### config.mk
export PLATFORM = sky130hd
export DESIGN_NAME = spf_fifo
export DESIGN_NICKNAME = d
export VERILOG_FILES = /design/src/hw/spf_pkg.sv /design/src/hw/spf_fifo.sv
export SDC_FILE = /design/constraint.sdc
export NUM_CORES = 1
export LEC_CHECK = 0
export BUFFER_PORTS_ARGS = -buffer_cell sky130_fd_sc_hd__buf_4
export CAP_MARGIN = 20
export CELL_PAD_IN_SITES_DETAIL_PLACEMENT = 2
export CELL_PAD_IN_SITES_GLOBAL_PLACEMENT = 2
export CORE_MARGIN = 10
export CORE_UTILIZATION = 43
export DETAILED_ROUTE_END_ITERATION = 6
export PLACE_DENSITY = 0.75
export SYNTH_ARGS = -nofsm -noshare
export SYNTH_HDL_FRONTEND = slang
export SYNTH_HIERARCHICAL = 1
export SYNTH_SLANG_ARGS = --single-unit
### constraint.sdc
create_clock -name i_clk -period 2.34 [get_ports i_clk]
set_input_delay 0.117 -clock i_clk [delete_from_list [all_inputs] [get_ports i_clk]]
set_output_delay 0.117 -clock i_clk [all_outputs]
set_load 0.02 [all_outputs]
### src/hw/spf_pkg.sv
/*
 * spf_pkg: constants for the single-port sram fifo.
 * assumes a single 200 MHz clock domain and synchronous reset.
 */
package spf_pkg;
  localparam int SPF_BANK_DEPTH = 16;
  localparam int SPF_BANK_AW = 4;
  localparam int SPF_SLICE_W = 4;
  localparam int SPF_BANKS = 2;
  localparam int SPF_SLICES = 2;
  localparam int SPF_AW = 5;
  localparam int SPF_DEPTH = 32;
  localparam int SPF_DW = 8;
  localparam logic [SPF_AW-1:0] SPF_PTR_RST = 5'h00;
  localparam logic [SPF_AW-1:0] SPF_PTR_LAST = 5'h1F;
  localparam logic [SPF_AW:0] SPF_CNT_RST = 6'h00;
  localparam logic [SPF_AW:0] SPF_CNT_FULL = 6'h20;
  localparam int SPF_SERVICE_CYC = 2;
  typedef enum logic [1:0] {SPF_IDLE, SPF_RD2, SPF_WR2} spf_state_e;
endpackage : spf_pkg

### src/hw/spf_fifo.sv
/*
 * spf_fifo: fifo on single-ported storage, 32 words of 8 bits built from
 * 16x4 banks (two deep, two wide). four-phase request/acknowledge on both
 * sides; inputs are taken as synchronous to i_clk.
 */
// Summary of operation
// - read and write pointers share the one storage address via a mux.
// - each accepted request finishes within three internal clock cycles, two unless a write waits behind a read.
// - storage is time shared; a read access is followed by a write if one is pending.
// - simultaneous requests: read first when holding data, else write first.
// - full and empty come from the word count cnt_ff, not the pointers.
// - no read acknowledge when empty, no write acknowledge when full.
// - synchronous inside; parties request and wait for acknowledge.
// - depth from two 16x4 banks, write enable decoded from top address bit.
// - the same address bit selects which bank drives read data.
// - width from parallel banks sharing address and write enable.
`timescale 1ns/1ps

// ============================================================
// 16x4 storage bank
module spf_bank (
  input wire logic i_clk, // clock
  input wire logic i_ce, // clock enable
  input wire logic i_we, // write enable
  input wire logic [3:0] i_addr, // address
  input wire logic [3:0] i_wdata, // write data
  output logic [3:0] o_rdata // asynchronous read data
);
  logic [3:0] mem [16];
  always_ff @(posedge i_clk) begin
    if (i_ce && i_we) begin
      mem[i_addr] <= i_wdata;
    end
  end
  // combinational read lets a read slot capture its word in one cycle
  assign o_rdata = mem[i_addr];
endmodule : spf_bank

// ============================================================
// fifo top
module spf_fifo
  import spf_pkg::*;
(
  input wire logic i_clk, // clock
  input wire logic i_rst, // sync reset, high
  input wire logic i_ce, // clock enable
  input wire logic i_wr_req, // producer request, level
  input wire logic [7:0] i_wr_data, // producer data, held with request
  output logic o_wr_ack, // producer acknowledge, level
  input wire logic i_rd_req, // consumer request, level
  output logic o_rd_ack, // consumer acknowledge, level
  output logic [7:0] o_rd_data, // consumer data, valid with ack
  output logic o_full, // buffer full
  output logic o_empty // buffer empty
);
  spf_state_e state_ff, nxt_state;
  logic [SPF_AW-1:0] rptr_ff, nxt_rptr, wptr_ff, nxt_wptr;
  logic [SPF_AW:0] cnt_ff, nxt_cnt;
  logic wr_ack_ff, nxt_wr_ack, rd_ack_ff, nxt_rd_ack;
  logic [7:0] rdata_ff, nxt_rdata;
  logic [SPF_AW-1:0] addr;
  logic wr_en, use_wr;
  logic [7:0] mem_rdata;
  logic [SPF_BANKS*SPF_SLICES*4-1:0] bank_out;
  logic can_rd, can_wr, rd_new, wr_new;

  // ============================================================
  // flags
  assign o_empty = (cnt_ff == SPF_CNT_RST);
  assign o_full = (cnt_ff == SPF_CNT_FULL);
  // a request is new only after its previous ack has been dropped
  assign rd_new = i_rd_req && !rd_ack_ff;
  assign wr_new = i_wr_req && !wr_ack_ff;
  assign can_rd = rd_new && !o_empty;
  assign can_wr = wr_new && !o_full;

  // ============================================================
  // storage: address mux and bank decode
  assign use_wr = (state_ff == SPF_WR2);
  assign addr = use_wr ? wptr_ff : rptr_ff;
  assign wr_en = use_wr && i_ce;

  genvar gb, gs;
  generate
    for (gb = 0; gb < SPF_BANKS; gb++) begin : g_bank
      for (gs = 0; gs < SPF_SLICES; gs++) begin : g_slice
        spf_bank u_bank (
          .i_clk(i_clk),
          .i_ce(i_ce),
          .i_we(wr_en && (addr[SPF_AW-1] == 1'(gb))),
          .i_addr(addr[SPF_BANK_AW-1:0]),
          .i_wdata(i_wr_data[gs*4 +: 4]),
          .o_rdata(bank_out[(gb*SPF_SLICES+gs)*4 +: 4])
        );
      end
    end
  endgenerate
  // one-hot bank select on the shared bus stands in for tristate drivers
  assign mem_rdata = addr[SPF_AW-1] ? bank_out[15:8] : bank_out[7:0];

  // ============================================================
  // control
  always_comb begin
    nxt_state = state_ff;
    nxt_rptr = rptr_ff;
    nxt_wptr = wptr_ff;
    nxt_cnt = cnt_ff;
    nxt_rdata = rdata_ff;
    nxt_wr_ack = wr_ack_ff && i_wr_req;
    nxt_rd_ack = rd_ack_ff && i_rd_req;
    case (state_ff)
      SPF_IDLE: begin
        if (can_rd) begin
          // read phase, then the write slot follows if a write is pending
          nxt_rdata = mem_rdata;
          nxt_rptr = (rptr_ff == SPF_PTR_LAST) ? SPF_PTR_RST :
                     rptr_ff + 5'h01;
          nxt_cnt = cnt_ff - 6'h01;
          nxt_rd_ack = 1'b1;
          nxt_state = SPF_RD2;
        end else if (can_wr) begin
          nxt_state = SPF_WR2;
        end
      end
      SPF_RD2: begin
        // second cycle of a read slot; go to write slot if pending
        nxt_state = can_wr ? SPF_WR2 : SPF_IDLE;
        if (!can_wr) begin
          nxt_state = SPF_IDLE;
        end
      end
      SPF_WR2: begin
        // the request was qualified when the slot was granted; the
        // producer holds its data until ack, so the write needs no recheck
        nxt_wptr = (wptr_ff == SPF_PTR_LAST) ? SPF_PTR_RST :
                   wptr_ff + 5'h01;
        nxt_cnt = cnt_ff + 6'h01;
        nxt_wr_ack = 1'b1;
        nxt_state = SPF_IDLE;
      end
      default: nxt_state = SPF_IDLE;
    endcase
  end

  always_ff @(posedge i_clk) begin
    if (i_rst) begin
      state_ff <= SPF_IDLE;
      rptr_ff <= SPF_PTR_RST;
      wptr_ff <= SPF_PTR_RST;
      cnt_ff <= SPF_CNT_RST;
      rdata_ff <= 8'h00;
      wr_ack_ff <= 1'b0;
      rd_ack_ff <= 1'b0;
    end else if (i_ce) begin
      state_ff <= nxt_state;
      rptr_ff <= nxt_rptr;
      wptr_ff <= nxt_wptr;
      cnt_ff <= nxt_cnt;
      rdata_ff <= nxt_rdata;
      wr_ack_ff <= nxt_wr_ack;
      rd_ack_ff <= nxt_rd_ack;
    end
  end

  assign o_wr_ack = wr_ack_ff;
  assign o_rd_ack = rd_ack_ff;
  assign o_rd_data = rdata_ff;
endmodule : spf_fifo

# Word-level counts from Yosys, hierarchy flattened
# Memories as Yosys holds them, arrays and structs flattened.
# Index checks and enable logic that the tools add are counted.
dict set report word_totals {
  ff_bits 28
  latchBits 0
  ram_bits 256
  mem_bits_ro 0
  input_bits 13
  output_inout_bits 12
  word_cells 62
  memories 4
}
# name depth width rd rd_clocked_by_memory_dff wr line
set memory_table {}
lappend memory_table {{g_bank[0].g_slice[0].u_bank.mem} 16 4 1 0 1 spf_fifo.sv:29} ;# logic [3:0] mem [16];
lappend memory_table {{g_bank[0].g_slice[1].u_bank.mem} 16 4 1 0 1 spf_fifo.sv:29}
lappend memory_table {{g_bank[1].g_slice[0].u_bank.mem} 16 4 1 0 1 spf_fifo.sv:29}
lappend memory_table {{g_bank[1].g_slice[1].u_bank.mem} 16 4 1 0 1 spf_fifo.sv:29}
dict set report classes {
  n_addsub 4
  n_mul 0
  div 0
  magnitude_cmp 0
  n_eq_ne 7
  shifts 0
  muxes 17
  n_bitwise 1
  reduce_logical 22
}
# operator n
set op_table {}
lappend op_table {{5-bit 2-to-1 mux} 3}
lappend op_table {{6-bit case mux with 2 select lines} 1}
lappend op_table {{1-bit logical AND} 11}
lappend op_table {{5-bit by 1-bit adder with 5-bit output (second input constant)} 2}
lappend op_table {{5-bit == test (second input constant)} 2}
lappend op_table {{8-bit 2-to-1 mux} 1}
lappend op_table {{1-bit 2-to-1 mux} 7}
lappend op_table {{6-bit by 1-bit adder with 6-bit output (second input constant)} 1}
lappend op_table {{6-bit == test (second input constant)} 1}
lappend op_table {{6-bit zero test} 1}
lappend op_table {{2-bit 2-to-1 mux} 3}
lappend op_table {{6-bit 2-to-1 mux} 1}
lappend op_table {{3-bit AND reduction} 2}
lappend op_table {{6-bit by 1-bit subtractor with 6-bit output (second input constant)} 1}
lappend op_table {{1-bit zero test} 4}
lappend op_table {{2-bit case mux with 2 select lines} 1}
lappend op_table {{2-bit AND reduction} 2}
lappend op_table {{3-bit != test (second input constant)} 1}
lappend op_table {{2-bit by 1-bit == test with 1-bit output (second input constant)} 1}
lappend op_table {{2-bit == test (second input constant)} 1}
lappend op_table {{2-bit zero test} 1}
lappend op_table {{2-bit != test (second input constant)} 1}
lappend op_table {{2-bit nonzero test} 1}
lappend op_table {{1-bit inverter} 1}

# Logic depth before layout (Yosys ltp)
# Gate-level depths: netlist of run 1.
dict set report logic_depth {
  ltp_word 7
  mapped_depth 10
  mapped_depth_nobuf 8
}

# Modules after synthesis
# Netlist of run 1, hierarchy kept.
# mod n_inst cells_per_inst area_per_inst_um2 seq_area_each_um2
set modules_own_cells {}
lappend modules_own_cells {spf_bank 4 129 2531.2 1921.8}
lappend modules_own_cells {spf_fifo 1 172 1521.5 560.5}

# Least setup slack after synthesis of run 1
# Ideal clock, no wire load.
dict set report synth_path {
  path_kind {flip-flop to flip-flop}
  start {register state_ff[1]}
  end {memory g_bank[0].g_slice[0].u_bank.mem[0][0], enable pin}
  setup_time_ns 0.361
  arrival_time_ns 2.179
  t_required_ns 1.979
  setup_slack_ns -0.200
  path_stages_with_launch 8
  n_path_buf 3
  period_less_slack_ns 2.540
  path_cell_list {dfxtp_1 -> buf_2 -> nor2b_1 -> buf_2 -> mux2_2 -> buf_2 -> or3_1 -> nor3_1}
}
dict set report synth_via {
  word_cells_on_any_way 8
  cone_classes {eq/ne: 1; mux: 3; bitwise: 1; reduce/logical: 3}
}
# element line
set synth_lines {}
lappend synth_lines {{from (decl)} spf_fifo.sv:56} ;# spf_state_e state_ff, nxt_state;
lappend synth_lines {{from (signal assigned)} spf_fifo.sv:155} ;# state_ff <= nxt_state;
lappend synth_lines {{2-bit == test} spf_fifo.sv:79} ;# assign use_wr = (state_ff == SPF_WR2);
lappend synth_lines {{5-bit 2-to-1 mux} spf_fifo.sv:80} ;# assign addr = use_wr ? wptr_ff : rptr_ff;
lappend synth_lines {{via addr[0]} spf_fifo.sv:61} ;# logic [SPF_AW-1:0] addr;
lappend synth_lines {{to (decl)} spf_fifo.sv:29}
# The timed path passes the listed nets, and every way through them passes these cells.

# Final worst setup path of run 1
dict set report layout_path {
  start {register state_ff[1]}
  end {register rdata_ff[6], in the netlist o_rd_data[6]}
}
dict set report layout_via {
  elab_chain_len 4
  word_cells_on_any_way 7
  cone_classes {eq/ne: 1; mux: 2; reduce/logical: 2; memory: 2}
}
# element line
set layout_lines {}
lappend layout_lines {{2-bit == test} spf_fifo.sv:79}
lappend layout_lines {{5-bit 2-to-1 mux} spf_fifo.sv:80}
lappend layout_lines {{via addr[0]} spf_fifo.sv:61}
lappend layout_lines {{memory 16 x 4 bit} --}
lappend layout_lines {{via bank_out[14]} spf_fifo.sv:64} ;# logic [SPF_BANKS*SPF_SLICES*4-1:0] bank_out;
lappend layout_lines {{8-bit 2-to-1 mux} spf_fifo.sv:99} ;# assign mem_rdata = addr[SPF_AW-1] ? bank_out[15:8] : bank_out[7:0];
lappend layout_lines {{to (signal assigned)} spf_fifo.sv:159} ;# rdata_ff <= nxt_rdata;
lappend layout_lines {{to (decl)} spf_fifo.sv:60} ;# logic [7:0] rdata_ff, nxt_rdata;
# The timed path passes the listed nets, and every way through them passes these cells.
# A chain may end at the register's enable or synchronous reset.

==> results.tsv, run 1 <==
stage	metric	value	unit
floorplanning	die_y	185	um
min_path	hp-start	i_wr_data[7]	
critical_path	start_kind	flip-flop	
synth	synth_top_family_by_area	multiplexers	
global_routing	grt_pass1_vias	7534	
timing	min_period	2450	ps
global_routing	met3_usage	2.30	%
routing	wl_per_cell	31.1	um
global_routing	grt_overflow_total	0	
timing	rsz0062_at_grt	yes	
synth	synth_seq_area_share	70.8	%
routing	drt_wl_total	36.4	mm
synth	synth-xor-area-share	0.226	%
synth	synthSimpleGateAreaFrac	9.09	%
min_path	holdCritPathClass	in -> reg	
synth	yosys.area_share.adder	1.14	%
synth	synth_nets	711	
synth	syn_inst	688	
global_routing	use_met1	25.5	%
power	p_leak	4.74	nW
clocking	clkSinkCount	284	
timing	setup_viol	27	
floorplanning	start_util	43.5	%
synth	ys_ff_latch	284	
synth	yosysUniqueCellTypes	42	
timing	fin_skew	26.1	ps
global_routing	grt_pass1_wl	50.7	mm
global_routing	met2_usage	34.5	%
finish	drive_gt1_share	39.1	%
critical_path	cp_max_fo	11	
floorplanning	pin_count	25	
finish	final_cell_mix	edfxtp_1, buf_4, mux4_2	
routing	drt_iter0_markers	613	
critical_path	required	2750	ps
critical_path	critical_path.startpoint	state_ff[1]	
routing	drtAntennaViolNets	0	
routing	vias_per_cell	6.02	
clocking	clock_path_buffers	3	
clocking	cts_buffers	30	
timing	slew_violations	0	
synth	synth_area	0.0116	mm^2
critical_path	worstSetupPathType	reg -> reg	
outcome	outcome	finished, violations left	
critical_path	rr_startpoint	state_ff[1]	
timing	tightest_slew	486	ps
clocking	cts.htree.levels	1	
placement	io_buffers	24	
floorplanning	core	0.0268	mm^2
clocking	clkLatencyLatePin	570	ps
synth	synth_compound_area_share	3.21	%
critical_path	crit_path_end_kind	flip-flop	
placement	hpwlAfterDp	21.2	mm
global_routing	grt_max_degree	33	
global_routing	antenna_found_initial	1	
global_routing	busiest_layer	met2	
timing	timing.hold.ws	4.45	ps
routing	vias	7053	
synth	yosys_warnings	6	
routing	drc	0	
timing	finalCritPeriodShare	105	%
clocking	path_clk_slew	70	ps
finish	n_antenna_cell	0	
routing	dr.pass1.iters	4	
finish	final_util	54.0	%
power	irDropWorstVdd	680	uV
global_routing	grt_use_total	19.8	%
finish	area_delta_synth_final	24.4	%
timing	relSlewSlack	67.4	%
synth	muxShareOfSynthArea	13.8	%
synth	avgSynthCellArea	16.9	um^2
run	drv_cap	0	
outcome	violations	setup timing	
finish	final_common_cell	edfxtp_1	
critical_path	worstPathArrival	2860	ps
timing	finalWorstSetupSlack	-112	ps
timing	hold_viol_final	0	
timing	fmaxAchievable	408	MHz
floorplanning	dieArea	0.0341	mm^2
power	power_density	980	mW/mm^2
placement	gp_congestion	0.792	
finish	nNetsFinal	831	
floorplanning	die_x	185	um
clocking	clockRootBuffer	clkbuf_16	
clocking	cts_tree	yes	
floorplanning	fp-row-count	60	
registers in the layout (all words and copies together), names as in the netlist:
name                       count
o_rd_data                      8
g_bank.g_slice.u_bank/mem    256
wptr_ff                        5
state_ff                       2
cnt_ff                         6
rptr_ff                        5
o_rd_ack                       1
o_wr_ack                       1
repair_timing:
item,in CTS,in global routing
endpoints found under the setup margin,237,184
gates resized for setup,64,53
gates cloned,0,1
endpoints found under the hold margin,46,0
setup buffers,3,18
hold buffers,6,0
pin swaps,5,12
worst max-delay path, cell delays in order (launching register included):
cell and delay [ps]:
dfxtp_2 320, nor2b_4 200, mux2_4 400, buf_12 180, buf_4 140, mux4_2 430, a22oi_2 270, nand3_2 100
mux2i_1 130, a211oi_1 120
stage by stage:
| stage | power, W | setup TNS [ps] | area [um^2] | std cells | setup WS [ps] |
|---|---|---|---|---|---|
| 6_report | 0.0142 | -833 | 14500 | 1172 | -112 |
| 5_1_grt | 0.0147 | -5630 | 14500 | 1172 | -200 |
| 3_3_place_gp | 0.00867 | -2060 | 12800 | 1089 | -92.6 |
| 2_1_floorplan | 0.00781 | -4430 | 11700 | 688 | -58.8 |
| 4_1_cts | 0.0140 | -111 | 14100 | 1153 | -56.6 |
| 3_5_place_dp | 0.00887 | -16240 | 12800 | 1089 | -290 |
worst paths after layout:
kind / depth (start not counted) / slack [ps] / to
hold / removal: 1 / 4 / g_bank[0].g_slice[1].u_bank/mem[1][3]
setup reg to reg: 9 / -110 / o_rd_data[6]
hold reg to reg: 2 / 560 / wptr_ff[3]
setup / recovery: 9 / -110 / o_rd_data[6]
logic make-up (layout without fill, tap and decap cells):
| group | after synthesis | in the layout |
|---|---|---|
| DFF | 284 | 284 |
| buffers and inverters | 38 | 181 |
| AOI/OAI and AO/OA | 56 | 56 |
| xor gates and xnor gates | 3 | 3 |
| muxes | 80 | 80 |
| and+or+nand+nor | 217 | 217 |
| adders and majority gates | 10 | 10 |
Yosys cell counts:
| cell type | instances | area [um^2] |
|---|---|---|
| edfxtp_1 | 256 | 7690 |
| nor2_1 | 73 | 274 |
| mux4_2 | 64 | 1440 |
| nand3_1 | 37 | 185 |
| nand2_1 | 35 | 131 |
| dfxtp_1 | 28 | 561 |
| nor3_1 | 19 | 95.1 |
| a21oi_1 | 18 | 90.1 |
| a22oi_1 | 16 | 120 |
| clkbuf_1 | 15 | 56.3 |
| buf_2 | 12 | 60.1 |
| nor2b_1 | 12 | 75.1 |
| mux2i_1 | 10 | 100 |
| nand2b_1 | 10 | 62.6 |
| ha_1 | 9 | 113 |
| a211oi_1 | 8 | 60.1 |
| nand4b_1 | 8 | 70.1 |
| o21ai_0 | 7 | 35.0 |
| inv_1 | 6 | 22.5 |
| buf_6 | 5 | 56.3 |
| or3_1 | 5 | 31.3 |
| mux2_2 | 4 | 45.0 |
| nand4_1 | 4 | 25.0 |
| a31oi_1 | 3 | 18.8 |
| and3_1 | 3 | 18.8 |
| nand3b_1 | 2 | 15.0 |
| nor4_1 | 2 | 12.5 |
| or4_1 | 2 | 15.0 |
| xor2_1 | 2 | 17.5 |
| a21o_1 | 1 | 7.51 |
| and2b_1 | 1 | 7.51 |
| fa_1 | 1 | 20.0 |
| mux2_1 | 1 | 11.3 |
| mux2i_2 | 1 | 13.8 |
| nor4b_1 | 1 | 8.76 |
| o21a_1 | 1 | 7.51 |
| o221ai_4 | 1 | 26.3 |
| o311ai_0 | 1 | 8.76 |
| or4_4 | 1 | 11.3 |
| or4b_1 | 1 | 10.0 |
| or4b_2 | 1 | 10.0 |
| xnor2_1 | 1 | 8.76 |
report_power, final:
part | internal (W) | switching, W | total (W)
clock | 0.00298 | 0.00202 | 0.00499
sequential | 0.00567 | 0.000152 | 0.00582
combinational | 0.00163 | 0.00176 | 0.00339
cell type report:
type,instances,area [um^2]
inverter,6,22.5
timing repair buffer,120,1100
sequential,284,8250
multi-input combinational,366,3660
clock buffer,42,857
clock inverter,13,160
tap,341,427
fill,2290,12300
layer usage:
metal	part of all wire, %	wire length [um]
met1	40	14700
met2	53	19100
met3	3.9	1420
met4	3.2	1160
met5	0	0
Note: power is estimated with default switching activity, not from simulation.
==> inputs of run 2 (changes only) <==
--- a/config.mk
+++ b/config.mk
@@ -13,6 +13,7 @@
 export CORE_UTILIZATION = 43
 export DETAILED_ROUTE_END_ITERATION = 6
 export PLACE_DENSITY = 0.75
+export SETUP_SLACK_MARGIN = 0.4
 export SYNTH_ARGS = -nofsm -noshare
 export SYNTH_HDL_FRONTEND = slang
 export SYNTH_HIERARCHICAL = 1
==> run 2 against run 1 <==
Register-to-register slack worse by 130 ps. Utilization up 4.5 points. Clock-buffer cell count up 2. Via count rose by 5.9%. Sequential power rose by 0.7%. Combinational power increased by 22%. The run still ends with setup timing left. Largest power group unchanged. Largest cell class unchanged.
==> results.tsv, run 2 (synthesized netlist as in run 1, its figures left out) <==
stage	metric	value	unit
outcome	outcome	finished, violations left	
outcome	violations	setup timing	
routing	wl_per_cell	33.8	um
power	irDropWorstVdd	868	uV
finish	final_cell_mix	edfxtp_1, buf_4, mux4_2	
critical_path	cp_common_cell	buf_6	
finish	regMostFlops	g_bank.g_slice.u_bank/mem	
power	p_leak	5.05	nW
global_routing	grt_use_total	21.6	%
routing	vias	7467	
routing	dr.pass1.iters	5	
clocking	cts.htree.levels	1	
floorplanning	pin_count	25	
timing	fmaxAchievable	388	MHz
clocking	cts_buffers	30	
timing	tightest_slew	483	ps
critical_path	start_kind	flip-flop	
timing	setup_viol	108	
critical_path	path_cells	nor2b_4 -> buf_6 -> mux2_4 -> buf_6 -> clkbuf_16 -> nand4b_1 -> buf_4 -> nor3_4	
critical_path	worstSetupPathType	reg -> reg	
finish	final_common_cell	edfxtp_1	
routing	drtAntennaViolNets	0	
placement	io_buffers	24	
clocking	path_clk_slew	70	ps
routing	vias_per_cell	6.08	
min_path	holdCritPathClass	in -> reg	
floorplanning	core	0.0268	mm^2
timing	slew_violations	0	
placement	hpwlAfterDp	21.0	mm
placement	gp_congestion	0.788	
critical_path	cp_max_fo	6	
global_routing	antenna_found_initial	0	
timing	rsz0062_at_grt	yes	
floorplanning	die_y	185	um
routing	drt_iter0_markers	712	
finish	largest_reg_flops	256	
finish	area_delta_synth_final	34.7	%
floorplanning	start_util	43.5	%
finish	final_util	58.5	%
clocking	cts_tree	yes	
clocking	clkSinkCount	284	
routing	drc	0	
floorplanning	dieArea	0.0341	mm^2
timing	finalCritPeriodShare	110	%
finish	nNetsFinal	887	
global_routing	grt_max_degree	33	
timing	fin_skew	18.1	ps
floorplanning	die_x	185	um
power	finalPower	0.0150	W
timing	finalWorstSetupSlack	-238	ps
critical_path	required	2580	ps
timing	relSlewSlack	67.7	%
critical_path	worstPathArrival	2820	ps
finish	fillCellCount	2185	
timing	fin_setup_tns	-8580	ps
timing	min_period	2580	ps
critical_path	critPathMaxStageDelay	390	ps
routing	drt_wl_total	41.5	mm
clocking	clkLatencyLatePin	570	ps
global_routing	grt_overflow_total	0	
critical_path	crit_path_end_kind	flip-flop	
finish	n_antenna_cell	0	
run	drv_cap	0	
floorplanning	fp-row-count	60	
critical_path	crit_slowest_cell	mux2_4	
global_routing	grt_pass1_wl	54.5	mm
timing	hold_viol_final	0	
finish	drive_gt1_share	47.5	%
clocking	clock_path_buffers	3	
global_routing	grt_pass1_vias	7849	
power	power_density	955	mW/mm^2
clocking	clockRootBuffer	clkbuf_16	
## run 2: cell types whose count changed in the layout (fill, tap and decap cells not counted), moves of 9 or more
cell and change:
buf_6 +34, nand2b_1 -9, nor2_1 -20, nor2_2 -23, nor2_4 +43, nor3_1 -9
nor3_4 +14
## run 2: metal layers
layer	global-route usage [%]	share of wire [%]	vias to the layer above
met1	27.7	39	3998
li1	-	-	3114
met4	5.34	3.1	0
met5	0	0	-
met2	37.5	53	281
met3	3.03	4.9	74
## run 2: worst max-delay path: cells and delay by family (launching register included)
kind / cells / cell delay (ps)
buf+inv: 4 / 700
simple gates: 3 / 810
mux: 1 / 390
flops: 1 / 330
## run 2: per-stage QoR
| stage | cell area, um^2 | instances | setup WS, ps | hold WS [ps] |
|---|---|---|---|---|
| floorplan | 12000 | 688 | 104 | 216 |
| global placement | 13000 | 1084 | -122 | 414 |
| detailed placement | 13000 | 1084 | -359 | 444 |
| CTS | 15000 | 1181 | -56.1 | 12.9 |
| global route | 15700 | 1228 | -318 | 28.8 |
| finish | 15700 | 1228 | -238 | 29.2 |
## run 2: layout make-up
class	instances	area (um^2)	share of cell area [%]
flip-flops and latches	284	8250	52.6
well taps	341	427	2.72
inverters	6	26.3	0.167
multi-input cells	367	4160	26.5
clock inverters	11	133	0.845
repair buffers	175	1850	11.8
clock buffers	44	845	5.38
## run 2: path summary, 6_finish.rpt
| kind | from | cells after the start | end | slack (ps) |
|---|---|---|---|---|
| worst min-delay path | i_wr_data[6] | 1 | g_bank[1].g_slice[1].u_bank/mem[11][2] | 30 |
| worst max register to register | state_ff[1] | 8 | g_bank[1].g_slice[0].u_bank/mem[1][2] | -240 |
| worst min register to register | o_rd_data[3] | 2 | o_rd_data[3] | 530 |
| worst max-delay path | state_ff[1] | 8 | g_bank[1].g_slice[0].u_bank/mem[1][2] | -240 |
## run 2: what timing repair did
action	CTS	global route
endpoints found under the setup margin	275	277
pin swaps	19	23
resized for setup	150	62
cloned	1	5
hold buffers	11	0
buffers inserted	30	42
endpoints found under the hold margin	136	0
## run 2: where the power goes
group | leakage (nW) | total, W | internal [W] | switching, W
Clock | 0.472 | 0.00498 | 0.00282 | 0.00216
Combinational | 2.05 | 0.00415 | 0.00215 | 0.00199
Sequential | 2.53 | 0.00586 | 0.00567 | 0.000189
Total | 5.05 | 0.0150 | 0.0106 | 0.00434
==> inputs of run 3 (changes only) <==
--- a/config.mk
+++ b/config.mk
@@ -5,14 +5,16 @@
 export SDC_FILE = /design/constraint.sdc
 export NUM_CORES = 1
 export LEC_CHECK = 0
+export ABC_AREA = 1
 export BUFFER_PORTS_ARGS = -buffer_cell sky130_fd_sc_hd__buf_4
 export CAP_MARGIN = 20
 export CELL_PAD_IN_SITES_DETAIL_PLACEMENT = 2
 export CELL_PAD_IN_SITES_GLOBAL_PLACEMENT = 2
 export CORE_MARGIN = 10
-export CORE_UTILIZATION = 43
+export CORE_UTILIZATION = 37
 export DETAILED_ROUTE_END_ITERATION = 6
-export PLACE_DENSITY = 0.75
+export GPL_TIMING_DRIVEN = 0
+export PLACE_DENSITY = 0.76
 export SETUP_SLACK_MARGIN = 0.4
 export SYNTH_ARGS = -nofsm -noshare
 export SYNTH_HDL_FRONTEND = slang
==> run 3 against run 2 <==
The flow still finishes with violations (setup timing). Final area up 8.2%. Utilization down 11 points. Synthesized cell count up 100%. Synthesized area up 13%. Worst hold slack worse by 25 ps. Sequential share of layout area down 4.0 points. Power up 5.7%. Via count up 35%. Critical path type unchanged. Critical endpoint is now o_rd_data[7]. Highest routed layer unchanged.
==> results.tsv, run 3 <==
stage	metric	value	unit
clocking	clkLatencyLatePin	570	ps
timing	finalWorstSetupSlack	-99.1	ps
power	p_seq_share	36.8	%
global_routing	met3_usage	1.95	%
floorplanning	pin_count	25	
placement	io_buffers	23	
clocking	cts_tree	yes	
global_routing	grt_use_total	18.9	%
critical_path	path_cells	nand2_4 -> buf_12 -> inv_12 -> nand2_4 -> o21ai_4 -> buf_6 -> buf_12 -> inv_8 -> buf_12 -> nand2_2 -> nand2_1 -> nand2_1 -> nand2_1 -> nand2_2 -> nand2_1 -> inv_1 -> nand2_1 -> nand2_2 -> o21ai_2 -> nor2_1 -> nor2_1	
routing	drc	0	
finish	drive_gt1_share	30.9	%
placement	placed_cell_area	0.0140	mm^2
finish	seqCellArea	0.00825	mm^2
timing	fmaxAchievable	410	MHz
routing	drt_iter0_markers	513	
power	power_density	933	mW/mm^2
synth	synth_area	0.0132	mm^2
routing	vias_per_cell	5.04	
power	p_comb_share	34.3	%
synth	yosysUniqueCellTypes	28	
floorplanning	fp-row-count	69	
floorplanning	die_y	209	um
timing	rsz0062_at_grt	yes	
timing	slew_violations	0	
critical_path	crit_slowest_cell	dfxtp_2	
power	switching_share	34.9	%
critical_path	crit_path_end_kind	flip-flop	
finish	area_delta_synth_final	28.4	%
critical_path	critPathTopFamily	simple AND/OR/NAND/NOR gates	
synth	syn_inst	1391	
timing	fin_skew	19.8	ps
finish	final_common_cell	nand2_1	
floorplanning	dieArea	0.0437	mm^2
global_routing	grt_max_degree	33	
synth	ys_ff_latch	284	
finish	multi_input_area	0.00507	mm^2
global_routing	grt_pass1_wl	65.3	mm
power	irDropWorstVdd	564	uV
synth	muxShareOfSynthArea	0	%
critical_path	cp_max_fo	10	
timing	relSlewSlack	56.8	%
timing	finalCritPeriodShare	104	%
clocking	clockRootBuffer	clkbuf_16	
floorplanning	die_x	209	um
global_routing	met2_usage	34.9	%
routing	dr.pass1.iters	4	
synth	yosys.area_share.adder	1.00	%
run	drv_cap	0	
global_routing	grt_overflow_total	0	
critical_path	cp_common_cell	nand2_1	
global_routing	busiest_layer	met2	
global_routing	antenna_found_initial	0	
finish	regMostFlops	g_bank.g_slice.u_bank/mem	
finish	finalNonFillerCells	2000	
routing	drt_wl_total	45.4	mm
routing	vias	10083	
synth	yosysMostFrequentCell	nand2_1	
timing	setup_viol	7	
synth	synth_top_family_by_area	simple AND/OR/NAND/NOR gates	
outcome	outcome	finished, violations left	
clocking	cts.htree.levels	1	
routing	drtAntennaViolNets	0	
synth	synth_area_leaders	edfxtp_1, nand2_1, dfxtp_1, nand2_2, nor2_1	
finish	final_area	0.0170	mm^2
outcome	violations	setup timing	
power	clkPwrFrac	28.9	%
clocking	clock_path_buffers	3	
min_path	holdCritPathClass	in -> reg	
synth	synth_compound_area_share	1.83	%
synth	yosys_warnings	6	
floorplanning	core	0.0354	mm^2
power	p_int	0.0103	W
synth	synth_nets	1414	
critical_path	required	2780	ps
clocking	clkSinkCount	284	
synth	synth-xor-area-share	0.398	%
synth	synthTopCellsByCount	nand2_1, edfxtp_1, nor2_1, inv_1, nand2_2	
placement	hpwlAfterDp	25.6	mm
synth	synth_seq_area_share	62.4	%
synth	avgSynthCellArea	9.50	um^2
power	p_leak	6.83	nW
global_routing	grt_pass1_vias	11297	
clocking	cts_buffers	31	
finish	fillCellCount	3611	
synth	synth-edff-count	256	
timing	min_period	2440	ps
finish	n_antenna_cell	0	
critical_path	crit_buf_inv	7	
finish	largest_reg_flops	256	
power	p_sw	0.00552	W
synth	async_flop_share	0	%
timing	hold_viol_final	0	
timing	tightest_slew	648	ps
global_routing	use_met1	22.8	%
synth	synth_top_area_cell	edfxtp_1	
placement	gp_congestion	0.743	
finish	final_cell_mix	nand2_1, edfxtp_1, nand2_2	
routing	wl_per_cell	22.7	um
finish	nNetsFinal	1539	
critical_path	worstPathArrival	2880	ps
placement	placedCellCount	1875	
floorplanning	start_util	37.3	%
synth	synth_top_area_share	58.2	%
clocking	path_clk_slew	60	ps
critical_path	critPathMaxStageDelay	410	ps
critical_path	worstSetupPathType	reg -> reg	
critical_path	start_kind	flip-flop	
synth	ys.flop_type	edfxtp_1	
synth	synthSimpleGateAreaFrac	27.5	%
## run 3: cells by family after synthesis
kind of cell | Yosys count
AO/OA/AOI/OAI | 46
AND/OR/NAND/NOR | 896
XOR/XNOR | 6
adder cells (fa/ha/maj) | 10
buffers and inverters | 149
flip-flops | 284
## run 3: layout make-up
type	count	area share, %
multi-input combinational	958	29.9
buffer	47	4.41
timing repair buffer	92	5.34
clock buffer	38	4.72
tap	461	3.40
clock inverter	18	0.700
sequential	284	48.6
inverter	102	2.95
## run 3: per-stage QoR
step / setup slack [ps] / hold WS [ps] / power [W] / utilization [%] / setup TNS [ps]
after floorplan: 421 / 216 / 0.00868 / - / 0
after global placement: -438 / 438 / 0.00978 / 39.5 / -53790
after detailed placement: -587 / 454 / 0.00997 / 39.5 / -83150
after CTS: 54.0 / 2.08 / 0.0153 / 46.2 / 0
after global routing: -222 / 15.8 / 0.0166 / 48.0 / -1310
final: -99.1 / 3.88 / 0.0158 / 48.0 / -445
## run 3: path summary, 6_finish.rpt
path	startpoint	endpoint	slack, ps	cells after the start
setup / recovery	state_ff[1]	o_rd_data[7]	-100	21
hold / removal	i_wr_data[2]	g_bank[1].g_slice[0].u_bank/mem[11][2]	4	1
setup reg to reg	state_ff[1]	o_rd_data[7]	-100	21
hold reg to reg	state_ff[0]	state_ff[0]	490	2
## run 3: power groups by stage
stage	Clock, W	Sequential (W)	Combinational [W]
floorplan	0	0.00591	0.00277
global placement	0	0.00591	0.00387
detailed placement	0	0.00592	0.00405
CTS	0.00461	0.00583	0.00482
global route	0.00487	0.00584	0.00594
finish	0.00458	0.00583	0.00543
## run 3: layer usage
| layer | part of all wire (%) | vias to the layer above | wire length (um) |
|---|---|---|---|
| li1 | - | 4697 | - |
| met1 | 42 | 5141 | 18900 |
| met2 | 53 | 170 | 24000 |
| met3 | 2.8 | 75 | 1260 |
| met4 | 2.6 | 0 | 1190 |
| met5 | 0 | - | 0 |
## run 3: what timing repair did
item | CTS | global route
pin swaps | 27 | 66
gates cloned | 3 | 1
hold buffers | 3 | 0
setup endpoints to repair | 265 | 267
resized for setup | 276 | 140
endpoints found under the hold margin | 6 | 0
setup buffers | 40 | 22
